[config.mk]
export PLATFORM = sky130hd
export DESIGN_NAME = pwmtoc_top
export DESIGN_NICKNAME = d
export VERILOG_FILES = /design/src/hw/pwmtoc_pkg.sv /design/src/hw/pwmtoc_cnt_if.sv /design/src/hw/pwmtoc_counter.sv /design/src/hw/pwmtoc_top.sv
export SDC_FILE = /design/constraint.sdc
export NUM_CORES = 1
export LEC_CHECK = 0
export ABC_CLOCK_PERIOD_IN_PS = 6900
export BUFFER_PORTS_ARGS = -buffer_cell sky130_fd_sc_hd__buf_2
export CAP_MARGIN = 20
export CORE_ASPECT_RATIO = 1.5
export CORE_MARGIN = 10
export CORE_UTILIZATION = 55
export CTS_BUF_LIST = sky130_fd_sc_hd__clkbuf_8
export DETAILED_ROUTE_END_ITERATION = 10
export HOLD_SLACK_MARGIN = 0.08
export PLACE_DENSITY = 0.83
export SETUP_SLACK_MARGIN = 0.4
export SLEW_MARGIN = 20
export SYNTH_ARGS = -nofsm -noshare
export SYNTH_HDL_FRONTEND = slang
export SYNTH_SLANG_ARGS = --single-unit
[constraint.sdc]
create_clock -name sys_clk_in -period 6.9 [get_ports sys_clk_in]
set_input_delay 1.38 -clock sys_clk_in [delete_from_list [all_inputs] [get_ports sys_clk_in]]
set_output_delay 1.38 -clock sys_clk_in [all_outputs]
set_load 0.005 [all_outputs]
[src/hw/pwmtoc_pkg.sv]
// Package for the two-channel pwm timer output stage.
// Assumes a 32-bit AHB-Lite register bus and a single 40 MHz clock.
package pwmtoc_pkg;
   localparam int unsigned CLK_HZ = 40000000;
   localparam logic [11:0] OFS_MODE = 12'h000;
   localparam logic [11:0] OFS_POL = 12'h004;
   localparam logic [11:0] OFS_VAL = 12'h008;
   localparam logic [11:0] OFS_OE = 12'h00C;
   localparam logic [11:0] OFS_DIR = 12'h010;
   localparam logic [11:0] OFS_PER = 12'h014;
   localparam logic [11:0] OFS_DUTY = 12'h018;
   localparam logic [11:0] OFS_CTRL = 12'h01C;
   localparam logic [11:0] OFS_STAT = 12'h020;
   localparam int CH0 = 0;
   localparam int CH1 = 1;
   localparam int DIR_BIT = 6;
   localparam int CTRL_RUN = 0;
   localparam int CTRL_SLV_TRIG = 1;
   localparam logic [15:0] RST_16 = 16'h0000;
   localparam logic [7:0] RST_DIR = 8'hFF;
   localparam logic [15:0] RST_PER = 16'h0000;
   localparam logic [15:0] RST_DUTY = 16'h0000;
   localparam logic [1:0] HTRANS_NONSEQ = 2'h2;
   typedef enum logic [2:0] {
      PWMTOC_S_IDLE = 3'h1,
      PWMTOC_S_RUN = 3'h2,
      PWMTOC_S_HOLD = 3'h4
   } pwmtoc_run_t;
endpackage

[src/hw/pwmtoc_cnt_if.sv]
// Interface carrying counter events between the core and the counter pair.
// Assumes both ends share the one system clock.
`timescale 1ns/1ps
`default_nettype none
interface pwmtoc_cnt_if;
   logic run;
   logic slave_trig_en;
   logic [15:0] period;
   logic [15:0] duty;
   logic master_irq;
   logic slave_irq;
   modport core (output run, output slave_trig_en, output period,
      output duty, input master_irq, input slave_irq);
   modport cnt (input run, input slave_trig_en, input period,
      input duty, output master_irq, output slave_irq);
endinterface
`default_nettype wire

[src/hw/pwmtoc_counter.sv]
// Master interval counter and slave one-count counter.
// Assumes period and duty are stable while run is high.
`timescale 1ns/1ps
`default_nettype none
module pwmtoc_counter
   import pwmtoc_pkg::*;
(
   // Clock and reset
   input wire logic sys_clk_in,
   input wire logic reset_in,
   // Core side
   pwmtoc_cnt_if.cnt cnt
);
   typedef struct packed {
      logic [15:0] mcnt;
      logic [15:0] scnt;
      logic sact;
      logic mirq;
      logic sirq;
      logic run_d;
   } pwmtoc_cnt_st_t;
   pwmtoc_cnt_st_t st_ff, nxt_st;

   assign cnt.master_irq = st_ff.mirq;
   assign cnt.slave_irq = st_ff.sirq;

   always_comb begin
      nxt_st = st_ff;
      nxt_st.mirq = 1'b0;
      nxt_st.sirq = 1'b0;
      nxt_st.run_d = cnt.run;
      if (!cnt.run) begin
         nxt_st.mcnt = 16'h0000;
         nxt_st.sact = 1'b0;
      end else begin
         // Master reloads every period+1 counts
         if (!st_ff.run_d || st_ff.mcnt == 16'h0000) begin
            nxt_st.mcnt = cnt.period;
            nxt_st.mirq = 1'b1;
         end else begin
            nxt_st.mcnt = st_ff.mcnt - 16'h0001;
         end
         // Slave counts duty cycles after the master event
         // Slave end lands duty clocks after the master event, or one clock after it when duty is 0
         if (st_ff.mirq && cnt.slave_trig_en) begin
            nxt_st.scnt = cnt.duty - 16'h0001;
            nxt_st.sact = 1'b1;
            if (cnt.duty <= 16'h0001) begin
               nxt_st.sirq = 1'b1;
               nxt_st.sact = 1'b0;
            end
         end else if (st_ff.sact) begin
            if (st_ff.scnt == 16'h0001) begin
               nxt_st.sirq = 1'b1;
               nxt_st.sact = 1'b0;
            end
            nxt_st.scnt = st_ff.scnt - 16'h0001;
         end
      end
   end

   always_ff @(posedge sys_clk_in or posedge reset_in) begin
      if (reset_in) begin
         st_ff <= '0;
      end else begin
         st_ff <= nxt_st;
      end
   end
endmodule
`default_nettype wire

[src/hw/pwmtoc_top.sv]
// Output stage of a two-channel pwm timer with AHB-Lite register access.
// Assumes one AHB-Lite master, synchronous inputs, a 40 MHz clock.
//
// Implementation choices: the AHB-Lite register port and the address map.
`timescale 1ns/1ps
`default_nettype none
module pwmtoc_top
   import pwmtoc_pkg::*;
(
   // Clock and reset
   input wire logic sys_clk_in,
   input wire logic reset_in,
   // AHB-Lite slave
   input wire logic hsel,
   input wire logic [31:0] haddr,
   input wire logic [1:0] htrans,
   input wire logic hwrite,
   input wire logic [2:0] hsize,
   input wire logic [31:0] hwdata,
   input wire logic hready,
   output logic [31:0] hrdata,
   output logic hreadyout,
   output logic hresp,
   // Pulse pins
   output logic chan0_pin_out,
   output logic chan1_pin_out,
   output logic chan1_pin_oe_n_out
);
   import pwmtoc_pkg::*;

   typedef struct packed {
      logic [15:0] mode;
      logic [15:0] pol;
      logic [15:0] val;
      logic [15:0] oe;
      logic [7:0] dir;
      logic [15:0] per;
      logic [15:0] duty;
      logic [1:0] ctrl;
      pwmtoc_run_t run_st;
      logic wr_pend;
      logic [11:0] wr_addr;
      logic [31:0] rdata;
      logic [15:0] since;
      logic pin0;
      logic pin1;
      logic pin1_oe_n;
   } pwmtoc_st_t;
   pwmtoc_st_t st_ff, nxt_st;

   pwmtoc_cnt_if cif();

   pwmtoc_counter u_counter (
      .sys_clk_in(sys_clk_in),
      .reset_in(reset_in),
      .cnt(cif.cnt)
   );

   assign cif.run = (st_ff.run_st == PWMTOC_S_RUN);
   assign cif.slave_trig_en = st_ff.ctrl[CTRL_SLV_TRIG];
   assign cif.period = st_ff.per;
   assign cif.duty = st_ff.duty;

   function automatic logic [31:0] rd_mux(input pwmtoc_st_t s,
                                          input logic [11:0] a);
      logic [31:0] r;
      r = 32'h0000_0000;
      case (a)
         OFS_MODE: r = {16'h0000, s.mode};
         OFS_POL: r = {16'h0000, s.pol};
         OFS_VAL: r = {16'h0000, s.val};
         OFS_OE: r = {16'h0000, s.oe};
         OFS_DIR: r = {24'h000000, s.dir};
         OFS_PER: r = {16'h0000, s.per};
         OFS_DUTY: r = {16'h0000, s.duty};
         OFS_CTRL: r = {30'h0000_0000, s.ctrl};
         OFS_STAT: r = {29'h0000_0000, s.run_st};
         default: r = 32'h0000_0000;
      endcase
      return r;
   endfunction

   // Next output level from the timer events for one channel
   function automatic logic ch_next(input logic cur, input logic md,
                                    input logic own_irq, input logic mi,
                                    input logic si);
      logic n;
      n = cur;
      if (!md) begin
         if (own_irq) begin
            n = ~cur;
         end
      end else begin
         if (mi) begin
            n = 1'b1;
         end else if (si) begin
            n = 1'b0;
         end
      end
      return n;
   endfunction

   logic take;
   assign take = hsel && hready && (htrans == HTRANS_NONSEQ);

   always_comb begin
      logic [15:0] wv;
      wv = hwdata[15:0];
      nxt_st = st_ff;
      // Address phase capture; read data ready at the data phase edge
      nxt_st.wr_pend = 1'b0;
      if (take) begin
         nxt_st.wr_pend = hwrite;
         nxt_st.wr_addr = haddr[11:0];
         nxt_st.rdata = rd_mux(st_ff, haddr[11:0]);
      end
      // Clocks since the last master event, watched by the checks below
      nxt_st.since = cif.master_irq ? 16'h0001 : st_ff.since + 16'h0001;
      // Timer drives the value bits while enabled
      if (st_ff.oe[CH1]) begin
         nxt_st.val[CH1] = ch_next(st_ff.val[CH1], st_ff.mode[CH1],
            cif.slave_irq, cif.master_irq, cif.slave_irq);
      end
      if (st_ff.oe[CH0]) begin
         nxt_st.val[CH0] = ch_next(st_ff.val[CH0], 1'b0,
            cif.master_irq, 1'b0, 1'b0);
      end
      if (st_ff.wr_pend) begin
         case (st_ff.wr_addr)
            OFS_MODE: nxt_st.mode = {14'h0000, wv[1], 1'b0};
            OFS_POL: nxt_st.pol = {14'h0000, wv[1], 1'b0};
            OFS_VAL: begin
               // Writes only land on channels not under timer control
               if (!st_ff.oe[CH1]) begin
                  nxt_st.val[CH1] = wv[CH1];
               end
               if (!st_ff.oe[CH0]) begin
                  nxt_st.val[CH0] = wv[CH0];
               end
            end
            OFS_OE: nxt_st.oe = {14'h0000, wv[1:0]};
            OFS_DIR: nxt_st.dir = hwdata[7:0];
            OFS_PER: nxt_st.per = wv;
            OFS_DUTY: nxt_st.duty = wv;
            OFS_CTRL: nxt_st.ctrl = hwdata[1:0];
            default: ;
         endcase
      end
      case (st_ff.run_st)
         PWMTOC_S_IDLE: begin
            if (st_ff.ctrl[CTRL_RUN]) begin
               nxt_st.run_st = PWMTOC_S_RUN;
            end
         end
         PWMTOC_S_RUN: begin
            if (!st_ff.ctrl[CTRL_RUN]) begin
               nxt_st.run_st = PWMTOC_S_HOLD;
            end
         end
         PWMTOC_S_HOLD: nxt_st.run_st = PWMTOC_S_IDLE;
         default: nxt_st.run_st = PWMTOC_S_IDLE;
      endcase
      // Pin stage uses the updated value bits
      nxt_st.pin0 = nxt_st.val[CH0];
      nxt_st.pin1 = nxt_st.val[CH1] ^ nxt_st.pol[CH1];
      nxt_st.pin1_oe_n = nxt_st.dir[DIR_BIT];
   end

   always_ff @(posedge sys_clk_in or posedge reset_in) begin
      if (reset_in) begin
         st_ff <= '0;
         st_ff.dir <= RST_DIR;
         st_ff.run_st <= PWMTOC_S_IDLE;
         st_ff.pin1_oe_n <= 1'b1;
      end else begin
         st_ff <= nxt_st;
      end
   end

   assign hrdata = st_ff.rdata;
   assign hreadyout = 1'b1;
   assign hresp = 1'b0;
   assign chan0_pin_out = st_ff.pin0;
   assign chan1_pin_out = st_ff.pin1;
   assign chan1_pin_oe_n_out = st_ff.pin1_oe_n;

   // Software access to the value bits and to the read data

   property p_wr_ignored;
      @(posedge sys_clk_in) disable iff (reset_in)
         st_ff.wr_pend && st_ff.wr_addr == OFS_VAL && st_ff.oe[CH1] &&
         !cif.master_irq && !cif.slave_irq
         |=> $stable(st_ff.val[CH1]);
   endproperty
   a_wr_ignored: assert property (p_wr_ignored)
      else $error("value write landed while enabled");

   property p_wr_taken;
      @(posedge sys_clk_in) disable iff (reset_in)
         st_ff.wr_pend && st_ff.wr_addr == OFS_VAL && !st_ff.oe[CH1]
         |=> st_ff.val[CH1] == $past(hwdata[1]);
   endproperty
   a_wr_taken: assert property (p_wr_taken)
      else $error("value write lost while disabled");

   property p_lock0;
      @(posedge sys_clk_in) disable iff (reset_in)
         st_ff.wr_pend && st_ff.wr_addr == OFS_VAL && st_ff.oe[CH0] &&
         !cif.master_irq
         |=> $stable(st_ff.val[CH0]);
   endproperty
   a_lock0: assert property (p_lock0)
      else $error("channel zero write landed while enabled");

   property p_sw0;
      @(posedge sys_clk_in) disable iff (reset_in)
         st_ff.wr_pend && st_ff.wr_addr == OFS_VAL && !st_ff.oe[CH0]
         |=> st_ff.val[CH0] == $past(hwdata[0]);
   endproperty
   a_sw0: assert property (p_sw0)
      else $error("channel zero write lost while disabled");

   property p_rdata;
      @(posedge sys_clk_in) disable iff (reset_in)
         !take |=> $stable(hrdata);
   endproperty
   a_rdata: assert property (p_rdata)
      else $error("read data moved without a transfer");

   // Pin stage

   property p_pol;
      @(posedge sys_clk_in) disable iff (reset_in)
         chan1_pin_out == (st_ff.val[CH1] ^ st_ff.pol[CH1]);
   endproperty
   a_pol: assert property (p_pol)
      else $error("pin polarity wrong");

   property p_dir;
      @(posedge sys_clk_in) disable iff (reset_in)
         chan1_pin_oe_n_out == st_ff.dir[DIR_BIT];
   endproperty
   a_dir: assert property (p_dir)
      else $error("pin direction wrong");

   // Timer driven output levels

   property p_set;
      @(posedge sys_clk_in) disable iff (reset_in)
         st_ff.oe[CH1] && st_ff.mode[CH1] && cif.master_irq &&
         !(st_ff.wr_pend && st_ff.wr_addr == OFS_MODE)
         |=> st_ff.val[CH1];
   endproperty
   a_set: assert property (p_set)
      else $error("master event did not set");

   property p_clr;
      @(posedge sys_clk_in) disable iff (reset_in)
         st_ff.oe[CH1] && st_ff.mode[CH1] && cif.slave_irq &&
         !cif.master_irq && !(st_ff.wr_pend && st_ff.wr_addr == OFS_MODE)
         |=> !st_ff.val[CH1];
   endproperty
   a_clr: assert property (p_clr)
      else $error("slave event did not clear");

   property p_tog1;
      @(posedge sys_clk_in) disable iff (reset_in)
         st_ff.oe[CH1] && !st_ff.mode[CH1] && cif.slave_irq &&
         !(st_ff.wr_pend && st_ff.wr_addr == OFS_MODE)
         |=> st_ff.val[CH1] != $past(st_ff.val[CH1]);
   endproperty
   a_tog1: assert property (p_tog1)
      else $error("channel one did not toggle");

   property p_tog;
      @(posedge sys_clk_in) disable iff (reset_in)
         st_ff.oe[CH0] && cif.master_irq
         |=> st_ff.val[CH0] != $past(st_ff.val[CH0]);
   endproperty
   a_tog: assert property (p_tog)
      else $error("channel zero did not toggle");

   // Counter timing, measured from the last master event, and no counter events while stopped

   property p_slv;
      @(posedge sys_clk_in) disable iff (reset_in)
         cif.slave_irq && cif.slave_trig_en && cif.duty != 16'h0000
         |-> st_ff.since == cif.duty;
   endproperty
   a_slv: assert property (p_slv)
      else $error("slave end not duty clocks after master");

   property p_per;
      @(posedge sys_clk_in) disable iff (reset_in)
         cif.master_irq && $past(cif.run) && $past(cif.run, 2)
         |-> {1'b0, st_ff.since} == {1'b0, cif.period} + 17'h00001;
   endproperty
   a_per: assert property (p_per)
      else $error("period not period plus one");

   property p_quiet;
      @(posedge sys_clk_in) disable iff (reset_in)
         !cif.run |=> !cif.master_irq && !cif.slave_irq;
   endproperty
   a_quiet: assert property (p_quiet)
      else $error("timer event while stopped");

   c_pwm: cover property (@(posedge sys_clk_in)
      cif.master_irq ##[1:50] cif.slave_irq);
   c_wr: cover property (@(posedge sys_clk_in)
      st_ff.wr_pend && st_ff.wr_addr == OFS_VAL);
   c_tog: cover property (@(posedge sys_clk_in)
      st_ff.oe[CH1] && !st_ff.mode[CH1] && cif.slave_irq);
   c_inv: cover property (@(posedge sys_clk_in)
      st_ff.oe[CH1] && st_ff.pol[CH1] && cif.slave_irq);
endmodule
`default_nettype wire

# After elaboration in Yosys (flattened, before gate mapping)
# Cells that the tools add are included.
dict set report word_totals {
  register_bits 134
  in_bits 74
  wordCells 102
}
dict set report op_classes {
  n_addsub 3
  magnitude_cmp 1
  n_eq_ne 21
  muxes 36
  n_bitwise 3
  n_reduce_logical 17
}
# cell n
set ops {}
lappend ops {{case mux 16 bit (9 select lines)} 1}
lappend ops {{== test 12 x 5 -> 1 bit (second input constant)} 8}
lappend ops {{two-way mux 16 bit} 4}
lappend ops {{two-way mux 60 bit} 1}
lappend ops {{== test 12 x 4 -> 1 bit (second input constant)} 4}
lappend ops {{subtractor 16 x 1 -> 16 bit (second input constant)} 3}
lappend ops {{two-way mux 45 bit} 1}
lappend ops {{two-way mux 17 bit} 2}
lappend ops {{== test 12 x 3 -> 1 bit (second input constant)} 2}
lappend ops {{logical NOT 12 bit} 2}
lappend ops {{two-way mux 1 bit} 17}
lappend ops {{== test 16 x 1 -> 1 bit (second input constant)} 1}
lappend ops {{<= comparator 16 x 1 -> 1 bit (second input constant)} 1}
lappend ops {{logical NOT 16 bit} 1}
lappend ops {{AND reduction 2 bit} 8}
lappend ops {{== test 12 x 6 -> 1 bit (second input constant)} 1}
lappend ops {{two-way mux 2 bit} 6}
lappend ops {{two-way mux 8 bit} 1}
lappend ops {{two-way mux 3 bit} 2}
lappend ops {{case mux 3 bit (2 select lines)} 1}
lappend ops {{inequality test 2 bit (second input constant)} 2}
lappend ops {{== test 3 x 1 -> 1 bit (second input constant)} 1}
lappend ops {{== test 3 x 2 -> 1 bit (second input constant)} 1}
lappend ops {{logical AND 1 bit} 3}
lappend ops {{6 further kinds} 7}

# Depth between registers and ports, before layout
# Gate-level depths: netlist of run 1.
dict set report depth {
  ltp_word 8
  ltp_mapped 8
  mapped_depth_nobuf 7
}

# Cells and area by module
# A second synthesis of run 1 with hierarchy kept.
dict set report unflattened {
  hier_cells 589
  area_unflattened_um2 6311.1
}
# mod instances cells_per_inst area_each_um2 seq_area_each_um2
set by_module_without_submodules {}
lappend by_module_without_submodules {pwmtoc_top 1 315 3931.3 2038.2}
lappend by_module_without_submodules {pwmtoc_counter 1 274 2379.8 900.9}

# Worst setup path after synthesis of run 1
# OpenSTA, ideal clock, no wires.
dict set report synth_path {
  path_kind {input port to flip-flop}
  from {in haddr[9]}
  to {reg st_ff (netlist bit hrdata[0])}
  setup_ns 0.066
  arrival_ns 2.654
  required_time_ns 6.834
  path_slack_ns 4.180
  cell_stages 5
  n_path_buf 0
  cell_sequence {or4_4 nor3_4 nand2b_2 a2111oi_4 a22o_1}
}
dict set report synth_between {
  elab_chain_cells 2
  word_cells_on_any_way 10
}
# item line_no
set synth_rtl {}
lappend synth_rtl {{start, declared} pwmtoc_top.sv:15} ;# input wire logic [31:0] haddr,
lappend synth_rtl {{== test 12 x 6 -> 1 bit, or another cell as far along} pwmtoc_top.sv:68} ;# case (a)
lappend synth_rtl {{case mux 16 bit (9 select lines) (*)} pwmtoc_top.sv:68}
lappend synth_rtl {{end signal, assigned} pwmtoc_top.sv:176} ;# st_ff <= nxt_st;
lappend synth_rtl {{end, declared} pwmtoc_top.sv:49} ;# pwmtoc_st_t st_ff, nxt_st;
# Mark *: on every way between the ends. The rest lies on a longest branch, timed or not.
# A chain may end at the register's enable or synchronous reset.

# Worst setup path in the final report of run 1
dict set report layout_path {
  from {in haddr[3]}
  to {reg st_ff (netlist bit hrdata[0])}
}
# Same word-level chain as after synthesis.

==> results of run 1 <==
## registers in the layout (all words and copies together), names as in the netlist
| name | flops |
|---|---|
| cif.slave_trig_en | 1 |
| u_counter.cnt.master_irq | 1 |
| u_counter.cnt.slave_irq | 1 |
| chan1_pin_out | 1 |
| cif.duty | 16 |
| cif.period | 16 |
| st_ff | 31 |
| u_counter.st_ff | 34 |
| hrdata | 16 |
## cells in the final DEF (no fill, tap or decap), types with 4 or more instances in the layout
cell      count
nand2_1      35
a211oi_1      6
nor3_1       12
nand3b_1      4
buf_4         4
or3_1         5
nor4_2        5
ha_1          6
dfrtp_1     108
dfstp_2       9
nand3_1       6
a21oi_1      24
nor4_1        6
a22o_1       24
nor2_1       43
xnor2_1      19
clkbuf_8     19
a22oi_1       6
buf_2        53
mux2_4       10
o31ai_1       6
mux2_2       41
xor2_1        8
o21ai_0      24
o211ai_1      4
conb_1       18
inv_1        18
clkinv_2      4
mux2_1        6
mux2i_1      13
## worst min path at each step
stage | slack, ns | startpoint | to | cells past startpoint
finish | 0.47 | hrdata[3] | hrdata[3] | 2
global route | 0.50 | u_counter.st_ff[0] | u_counter.st_ff[28] | 1
CTS | 0.48 | hrdata[3] | hrdata[3] | 2
detailed placement | 0.46 | hrdata[3] | hrdata[3] | 2
global placement | 0.46 | st_ff[66] | st_ff[65] | 1
floorplan | 0.44 | u_counter.st_ff[0] | u_counter.st_ff[28] | 1
## routing by layer
layer  global-route usage [%]  share of wire [%]  vias up
met5                        0                  0        -
met4                     11.9                5.6        0
met3                     4.57                5.1       55
met2                     31.1                 52      156
met1                     20.1                 37     2322
li1                         -                  -     2107
## worst max-delay path, cell delays in order
cell and delay [ns]:
buf_2 0.34, nor2b_1 0.69, a22o_1 0.28, a22oi_1 0.09, o21ai_0 0.15, a22o_1 0.16
## kinds of logic (layout without fill, tap and decap cells)
kind of cell | Yosys count | count (layout) | synth area share, %
flops | 117 | 117 | 46.0
buf+inv | 77 | 104 | 7.16
other cells | 2 | 18 | 0.117
xor+xnor | 27 | 27 | 3.70
mux | 71 | 71 | 13.0
simple gates | 162 | 162 | 15.8
compound gates | 116 | 116 | 13.1
fa+ha+maj | 6 | 6 | 1.17
## layout make-up
| cell class | instances | area share (%) |
|---|---|---|
| clock buffers | 19 | 3.79 |
| clock inverters | 13 | 1.40 |
| inverters | 15 | 0.853 |
| multi-input cells | 400 | 44.3 |
| flip-flops and latches | 117 | 42.6 |
| well taps | 150 | 2.72 |
| repair buffers | 57 | 4.28 |
## through the flow
| step | instance area (um^2) | hold WS (ns) | power (mW) |
|---|---|---|---|
| after floorplan | 6460 | 0.436 | 0.802 |
| after global placement | 6540 | 0.456 | 0.822 |
| after detailed placement | 6540 | 0.460 | 0.827 |
| after CTS | 6900 | 0.477 | 1.39 |
| after global routing | 6900 | 0.499 | 1.43 |
| final | 6900 | 0.471 | 1.39 |
## power by group through the flow
stage	sequential, mW	combinational (mW)	clock (mW)
after floorplan	0.729	0.0721	0
after global placement	0.738	0.0834	0
after detailed placement	0.740	0.0867	0
after CTS	0.728	0.0875	0.576
after global routing	0.731	0.0968	0.606
final	0.728	0.0868	0.571
==> impl_metrics.py, run 1 <==
metrics = {
    "synthesis": {
        "yosysTopAreaCellShare_pct": 42.3,
        "ys_ff_latch": 117,
        "ys_types": 76,
        "synth.most_common_cell": "dfrtp_1",
        "ys.flop_type": "dfrtp_1",
        "synth_area_leaders": "dfrtp_1 (42%), mux2_2 (7.2%), buf_4 (4.2%), dfstp_2 (3.7%), a22o_1 (3.3%)",
        "syn_inst": 578,
        "ys_seq_area_share_pct": 46.0,
        "avgSynthCellArea_um2": 11.1,
        "yosysTopAreaCell": "dfrtp_1",
        "synthArstFlopShare_pct": 100,
        "synth_edf_count": 0,
        "syn_area_mm2": 0.00640,
        "netlist_top_cells_count": "dfrtp_1 (108), nor2_1 (43), mux2_2 (41)",
        "synth_warnings": 0,
    },
    "route": {
        "first_pass_iters": 6,
        "vias": 4640,
        "drtIter0Drc": 238,
        "wire_per_inst_um": 19.3,
        "route.detailed.drc": 0,
        "routed_wl_um": 14900,
        "avgViaCountPerCell": 6.02,
        "ant_nets": 0,
    },
    "clock_tree": {
        "clkSlewWorstSetupHoldPaths_ns": 0.07,
        "clock_latency_ns": 0.45,
        "clock-sinks": 117,
        "cts_buffer_depth": 2,
        "root_buffer": "clkbuf_8",
        "cts_resized": 0,
        "cts_tree": "done",
        "h-tree-depth": 4,
        "cts-hold-fix-buffers": 0,
        "post_cts_buffers": 0,
        "numCtsBuffers": 17,
    },
    "cells_and_area": {
        "register_area_mm2": 0.00294,
        "num-nets-final": 688,
        "multi_input_area_mm2": 0.00306,
        "final_layout_size_suffix_gt1_share_pct": 29.3,
        "finalNonFillerCells": 771,
        "num_antenna_cells": 0,
        "utilization_pct": 60.1,
        "fillers": 885,
        "area_delta_synth_final_pct": 7.84,
    },
    "power_and_ir_drop": {
        "ir_drop_v": 0.000145,
        "p_sw_share_pct": 25.0,
        "p_per_area_mw_per_mm2": 201,
        "p_int_mw": 1.04,
        "p_leak_nw": 3.22,
        "p_clk_share_pct": 41.2,
        "p_switching_mw": 0.347,
        "p_seq_share_pct": 52.5,
        "power_frac_comb_pct": 6.3,
    },
    "floorplan": {
        "fp.dieW_um": 108,
        "ioPinCount": 111,
        "die-area_mm2": 0.0164,
        "num_rows": 48,
        "core_area_mm2": 0.0115,
        "start_util_pct": 55.8,
        "die_height_um": 152,
    },
    "timing": {
        "fin_skew_ns": 0.0119,
        "tightestPinTransition_ns": 1.12,
        "report.final.slew_viol_count": 0,
        "rsz0062_at_grt": "false",
        "period_needed_ns": 2.71,
        "setup_ws_ns": 4.19,
        "timing.setup.tns_ns": 0,
        "finalHoldViolCount": 0,
        "relSlewSlack_pct": 25.4,
        "finalCritPeriodShare_pct": 39.3,
        "fmax_mhz": 369,
        "setup_viol": 0,
    },
    "critical_path": {
        "reg2reg_from": "st_ff[56]",
        "cp-startpoint": "haddr[3]",
        "reg2reg_slack_ns": 4.33,
        "path_class": "in2reg",
        "critical_path_required_ns": 7.29,
        "crit_end": "hrdata[0]",
        "arrival_ns": 3.10,
        "worstSetupEndpointType": "flip-flop",
        "rr_worst_depth": 5,
        "start_kind": "primary input",
        "worst-path-max-fanout": 16,
        "r2r_end": "cif.duty[11]",
    },
    "global_routing": {
        "antenna_found_initial": 0,
        "grt_use_total_pct": 18.6,
        "overflow": 0,
        "grt_pass1_wl_um": 24500,
        "grt_pass1_vias": 4857,
        "grt_max_degree": 77,
    },
    "worst_hold_path": {
        "hold_class": "reg2reg",
    },
    "placement": {
        "place_inst": 739,
        "dp_hpwl_um": 10900,
        "dp_slack_ns": 3.70,
        "place_congestion": 0.906,
        "port_buffers": 53,
    },
    "status": {
        "status": "complete, no violations",
    },
    "job": {
        "maxCapViolCount": 0,
    },
}
Power figures use the tool's default switching activity.
==> inputs of run 2 (changes only) <==
--- a/config.mk
+++ b/config.mk
@@ -5,7 +5,8 @@
 export SDC_FILE = /design/constraint.sdc
 export NUM_CORES = 1
 export LEC_CHECK = 0
-export ABC_CLOCK_PERIOD_IN_PS = 6900
+export ABC_AREA = 1
+export ABC_CLOCK_PERIOD_IN_PS = 2650
 export BUFFER_PORTS_ARGS = -buffer_cell sky130_fd_sc_hd__buf_2
 export CAP_MARGIN = 20
 export CORE_ASPECT_RATIO = 1.5
@@ -14,7 +15,7 @@
 export CTS_BUF_LIST = sky130_fd_sc_hd__clkbuf_8
 export DETAILED_ROUTE_END_ITERATION = 10
 export HOLD_SLACK_MARGIN = 0.08
-export PLACE_DENSITY = 0.83
+export PLACE_DENSITY = 0.82
 export SETUP_SLACK_MARGIN = 0.4
 export SLEW_MARGIN = 20
 export SYNTH_ARGS = -nofsm -noshare
==> constraint.sdc (replaced) <==
create_clock -name sys_clk_in -period 2.65 [get_ports sys_clk_in]
set_input_delay 0.53 -clock sys_clk_in [delete_from_list [all_inputs] [get_ports sys_clk_in]]
set_output_delay 0.53 -clock sys_clk_in [all_outputs]
set_load 0.005 [all_outputs]
==> impl_metrics.py, run 2 <==
metrics = {
    "status": {
        "status": "complete, no violations",
    },
    "floorplan": {
        "die_height_um": 154,
        "core_area_mm2": 0.0116,
        "ioPinCount": 111,
        "num_rows": 48,
        "fp.dieW_um": 109,
        "start_util_pct": 56.6,
        "die-area_mm2": 0.0168,
    },
    "clock_tree": {
        "clock-sinks": 117,
        "numCtsBuffers": 17,
        "cts_tree": "done",
        "h-tree-depth": 4,
        "cts-hold-fix-buffers": 0,
        "cts_resized": 0,
        "clock_latency_ns": 0.43,
        "post_cts_buffers": 0,
        "root_buffer": "clkbuf_8",
        "cts_buffer_depth": 2,
        "clkSlewWorstSetupHoldPaths_ns": 0.07,
    },
    "timing": {
        "setup_viol": 0,
        "timing.setup.tns_ns": 0,
        "finalHoldViolCount": 0,
        "fin_skew_ns": 0.0114,
        "fmax_mhz": 541,
        "holdWs_ns": 0.242,
        "rsz0062_at_grt": "false",
        "tightestPinTransition_ns": 0.658,
        "relSlewSlack_pct": 55.9,
        "period_needed_ns": 1.85,
        "report.final.slew_viol_count": 0,
        "finalCritPeriodShare_pct": 69.8,
    },
    "cells_and_area": {
        "area_delta_synth_final_pct": 8.96,
        "final_common_cell": "nand2_1",
        "num_antenna_cells": 0,
        "register_area_mm2": 0.00294,
        "largest_reg_flops": 34,
        "multi_input_area_mm2": 0.00294,
        "final_layout_size_suffix_gt1_share_pct": 13.6,
        "final_cell_mix": "nand2_1 (272), dfrtp_1 (108), inv_1 (94)",
        "fillers": 1050,
        "largestRegisters": "u_counter.st_ff x34, st_ff x31",
        "num-nets-final": 999,
        "top_register": "u_counter.st_ff",
    },
    "synthesis": {
        "synth_edf_count": 0,
        "ys_seq_area_share_pct": 44.8,
        "ys_types": 42,
        "ys_ff_latch": 117,
        "yosysTopAreaCell": "dfrtp_1",
        "ys.flop_type": "dfrtp_1",
        "syn_area_mm2": 0.00657,
        "synth.most_common_cell": "nand2_1",
        "synth_area_leaders": "dfrtp_1 (41%), nand2_1 (16%), inv_1 (5.2%), nand3_1 (4.9%), nor2_1 (4.1%)",
        "netlist_top_cells_count": "nand2_1 (272), dfrtp_1 (108), inv_1 (91)",
        "synth_warnings": 0,
        "avgSynthCellArea_um2": 7.46,
        "synthArstFlopShare_pct": 100,
        "syn_inst": 880,
        "yosysTopAreaCellShare_pct": 41.2,
    },
    "global_routing": {
        "grt_pass1_vias": 5274,
        "grt_use_total_pct": 18.0,
        "overflow": 0,
        "grt_pass1_wl_um": 24600,
        "antenna_found_initial": 0,
        "grt_max_degree": 118,
    },
    "critical_path": {
        "rr_worst_depth": 8,
        "cp-startpoint": "u_counter.st_ff[20]",
        "worstSetupEndpointType": "flip-flop",
        "crit_chain": "inv_1 > ha_1 > nand2_2 > nor2_4 > nand3b_4 > a21oi_4 > nand2_1 > nand2_1",
        "cpMaxStageDelayCell": "a21oi_4",
        "start_kind": "flip-flop",
        "path_class": "reg2reg",
        "r2r_end": "u_counter.st_ff[34]",
        "slowest_delay_ns": 0.42,
        "reg2reg_from": "u_counter.st_ff[20]",
        "worst_path_most_repeated_cell": "nand2_1",
        "reg2reg_slack_ns": 0.80,
        "arrival_ns": 2.22,
        "worst-path-max-fanout": 17,
        "critical_path_required_ns": 3.02,
    },
    "route": {
        "drtIter0Drc": 414,
        "route.detailed.drc": 0,
        "avgViaCountPerCell": 5.22,
        "first_pass_iters": 5,
        "routed_wl_um": 14900,
        "ant_nets": 0,
        "wire_per_inst_um": 13.8,
        "vias": 5650,
    },
    "placement": {
        "place_congestion": 0.912,
        "port_buffers": 53,
        "dp_hpwl_um": 10900,
    },
    "worst_hold_path": {
        "hold_class": "in2async",
    },
    "power_and_ir_drop": {
        "power.total_mw": 5.64,
        "p_per_area_mw_per_mm2": 789,
        "ir_drop_v": 0.000375,
        "p_leak_nw": 3.78,
    },
    "job": {
        "maxCapViolCount": 0,
    },
}
[run 2: changes by cell type after synthesis, sizes merged, moves of 6 or more]
| cell | before | now |
|---|---|---|
| clkbuf | 14 | 7 |
| nand4 | 1 | 12 |
| inv | 15 | 95 |
| a22o | 24 | 0 |
| nand2 | 36 | 274 |
| mux2i | 13 | 0 |
| nor4 | 12 | 0 |
| mux2 | 57 | 0 |
| a211oi | 6 | 0 |
| nand3 | 7 | 65 |
| o21ai | 25 | 89 |
| xnor2 | 19 | 8 |
| nor2 | 44 | 83 |
| or3 | 7 | 0 |
[run 2: logic make-up after synthesis]
kind of cell / synth area share (%)
AOI/OAI and AO/OA: 10.2
buffers and inverters: 11.4
and+or+nand+nor: 30.3
adders and majority gates: 1.14
other: 0.114
xor gates and xnor gates: 2.00
DFF: 44.8
[run 2: how the worst max path moves through the flow]
stage / slack [ns] / endpoint / cells after the start
5_1_grt: 0.65 / u_counter.st_ff[21] / 8
3_5_place_dp: 0.75 / hrdata[4] / 10
2_1_floorplan: 0.70 / chan1_pin_out / 1
6_report: 0.80 / u_counter.st_ff[34] / 8
4_1_cts: 0.78 / u_counter.st_ff[34] / 8
3_3_place_gp: 0.78 / hrdata[3] / 8
[run 2: metal layers]
metal	global-route usage [%]	vias to the layer above	part of all wire [%]
li1	-	2827	-
met1	21.2	2648	41
met2	31.2	155	52
met3	3.31	20	4.9
met4	6.84	0	1.6
met5	0	-	0
[run 2: worst max-delay path, delay by kind of cell, from the launching register on]
family                   cells  cell delay, ns
AO/OA/AOI/OAI                1            0.42
adder cells (fa/ha/maj)      1            0.25
buffers and inverters        1            0.11
flip-flops                   1            0.36
AND/OR/NAND/NOR              5            0.65
[run 2: area by class of cell]
| class | count | area share [%] |
|---|---|---|
| Timing Repair Buffer | 62 | 4.83 |
| Sequential cell | 117 | 41.1 |
| Tap cell | 150 | 2.62 |
| Clock inverter | 13 | 1.64 |
| Inverter | 96 | 5.09 |
| Multi-Input combinational cell | 625 | 41.1 |
| Clock buffer | 19 | 3.66 |
[run 2: stage by stage]
stage               setup WS, ns  util, %  area [um^2]  instances
floorplan                  0.700        -         6630        896
global placement           0.779     58.4         6770       1050
detailed placement         0.747     58.4         6770       1050
CTS                        0.775     61.7         7150       1082
global route               0.650     61.7         7150       1082
finish                     0.800     61.7         7150       1082
[run 2: report_power, final]
| part | switching, mW | internal [mW] |
|---|---|---|
| registers | 0.281 | 2.09 |
| clock network | 0.714 | 0.863 |
| logic | 1.06 | 0.625 |
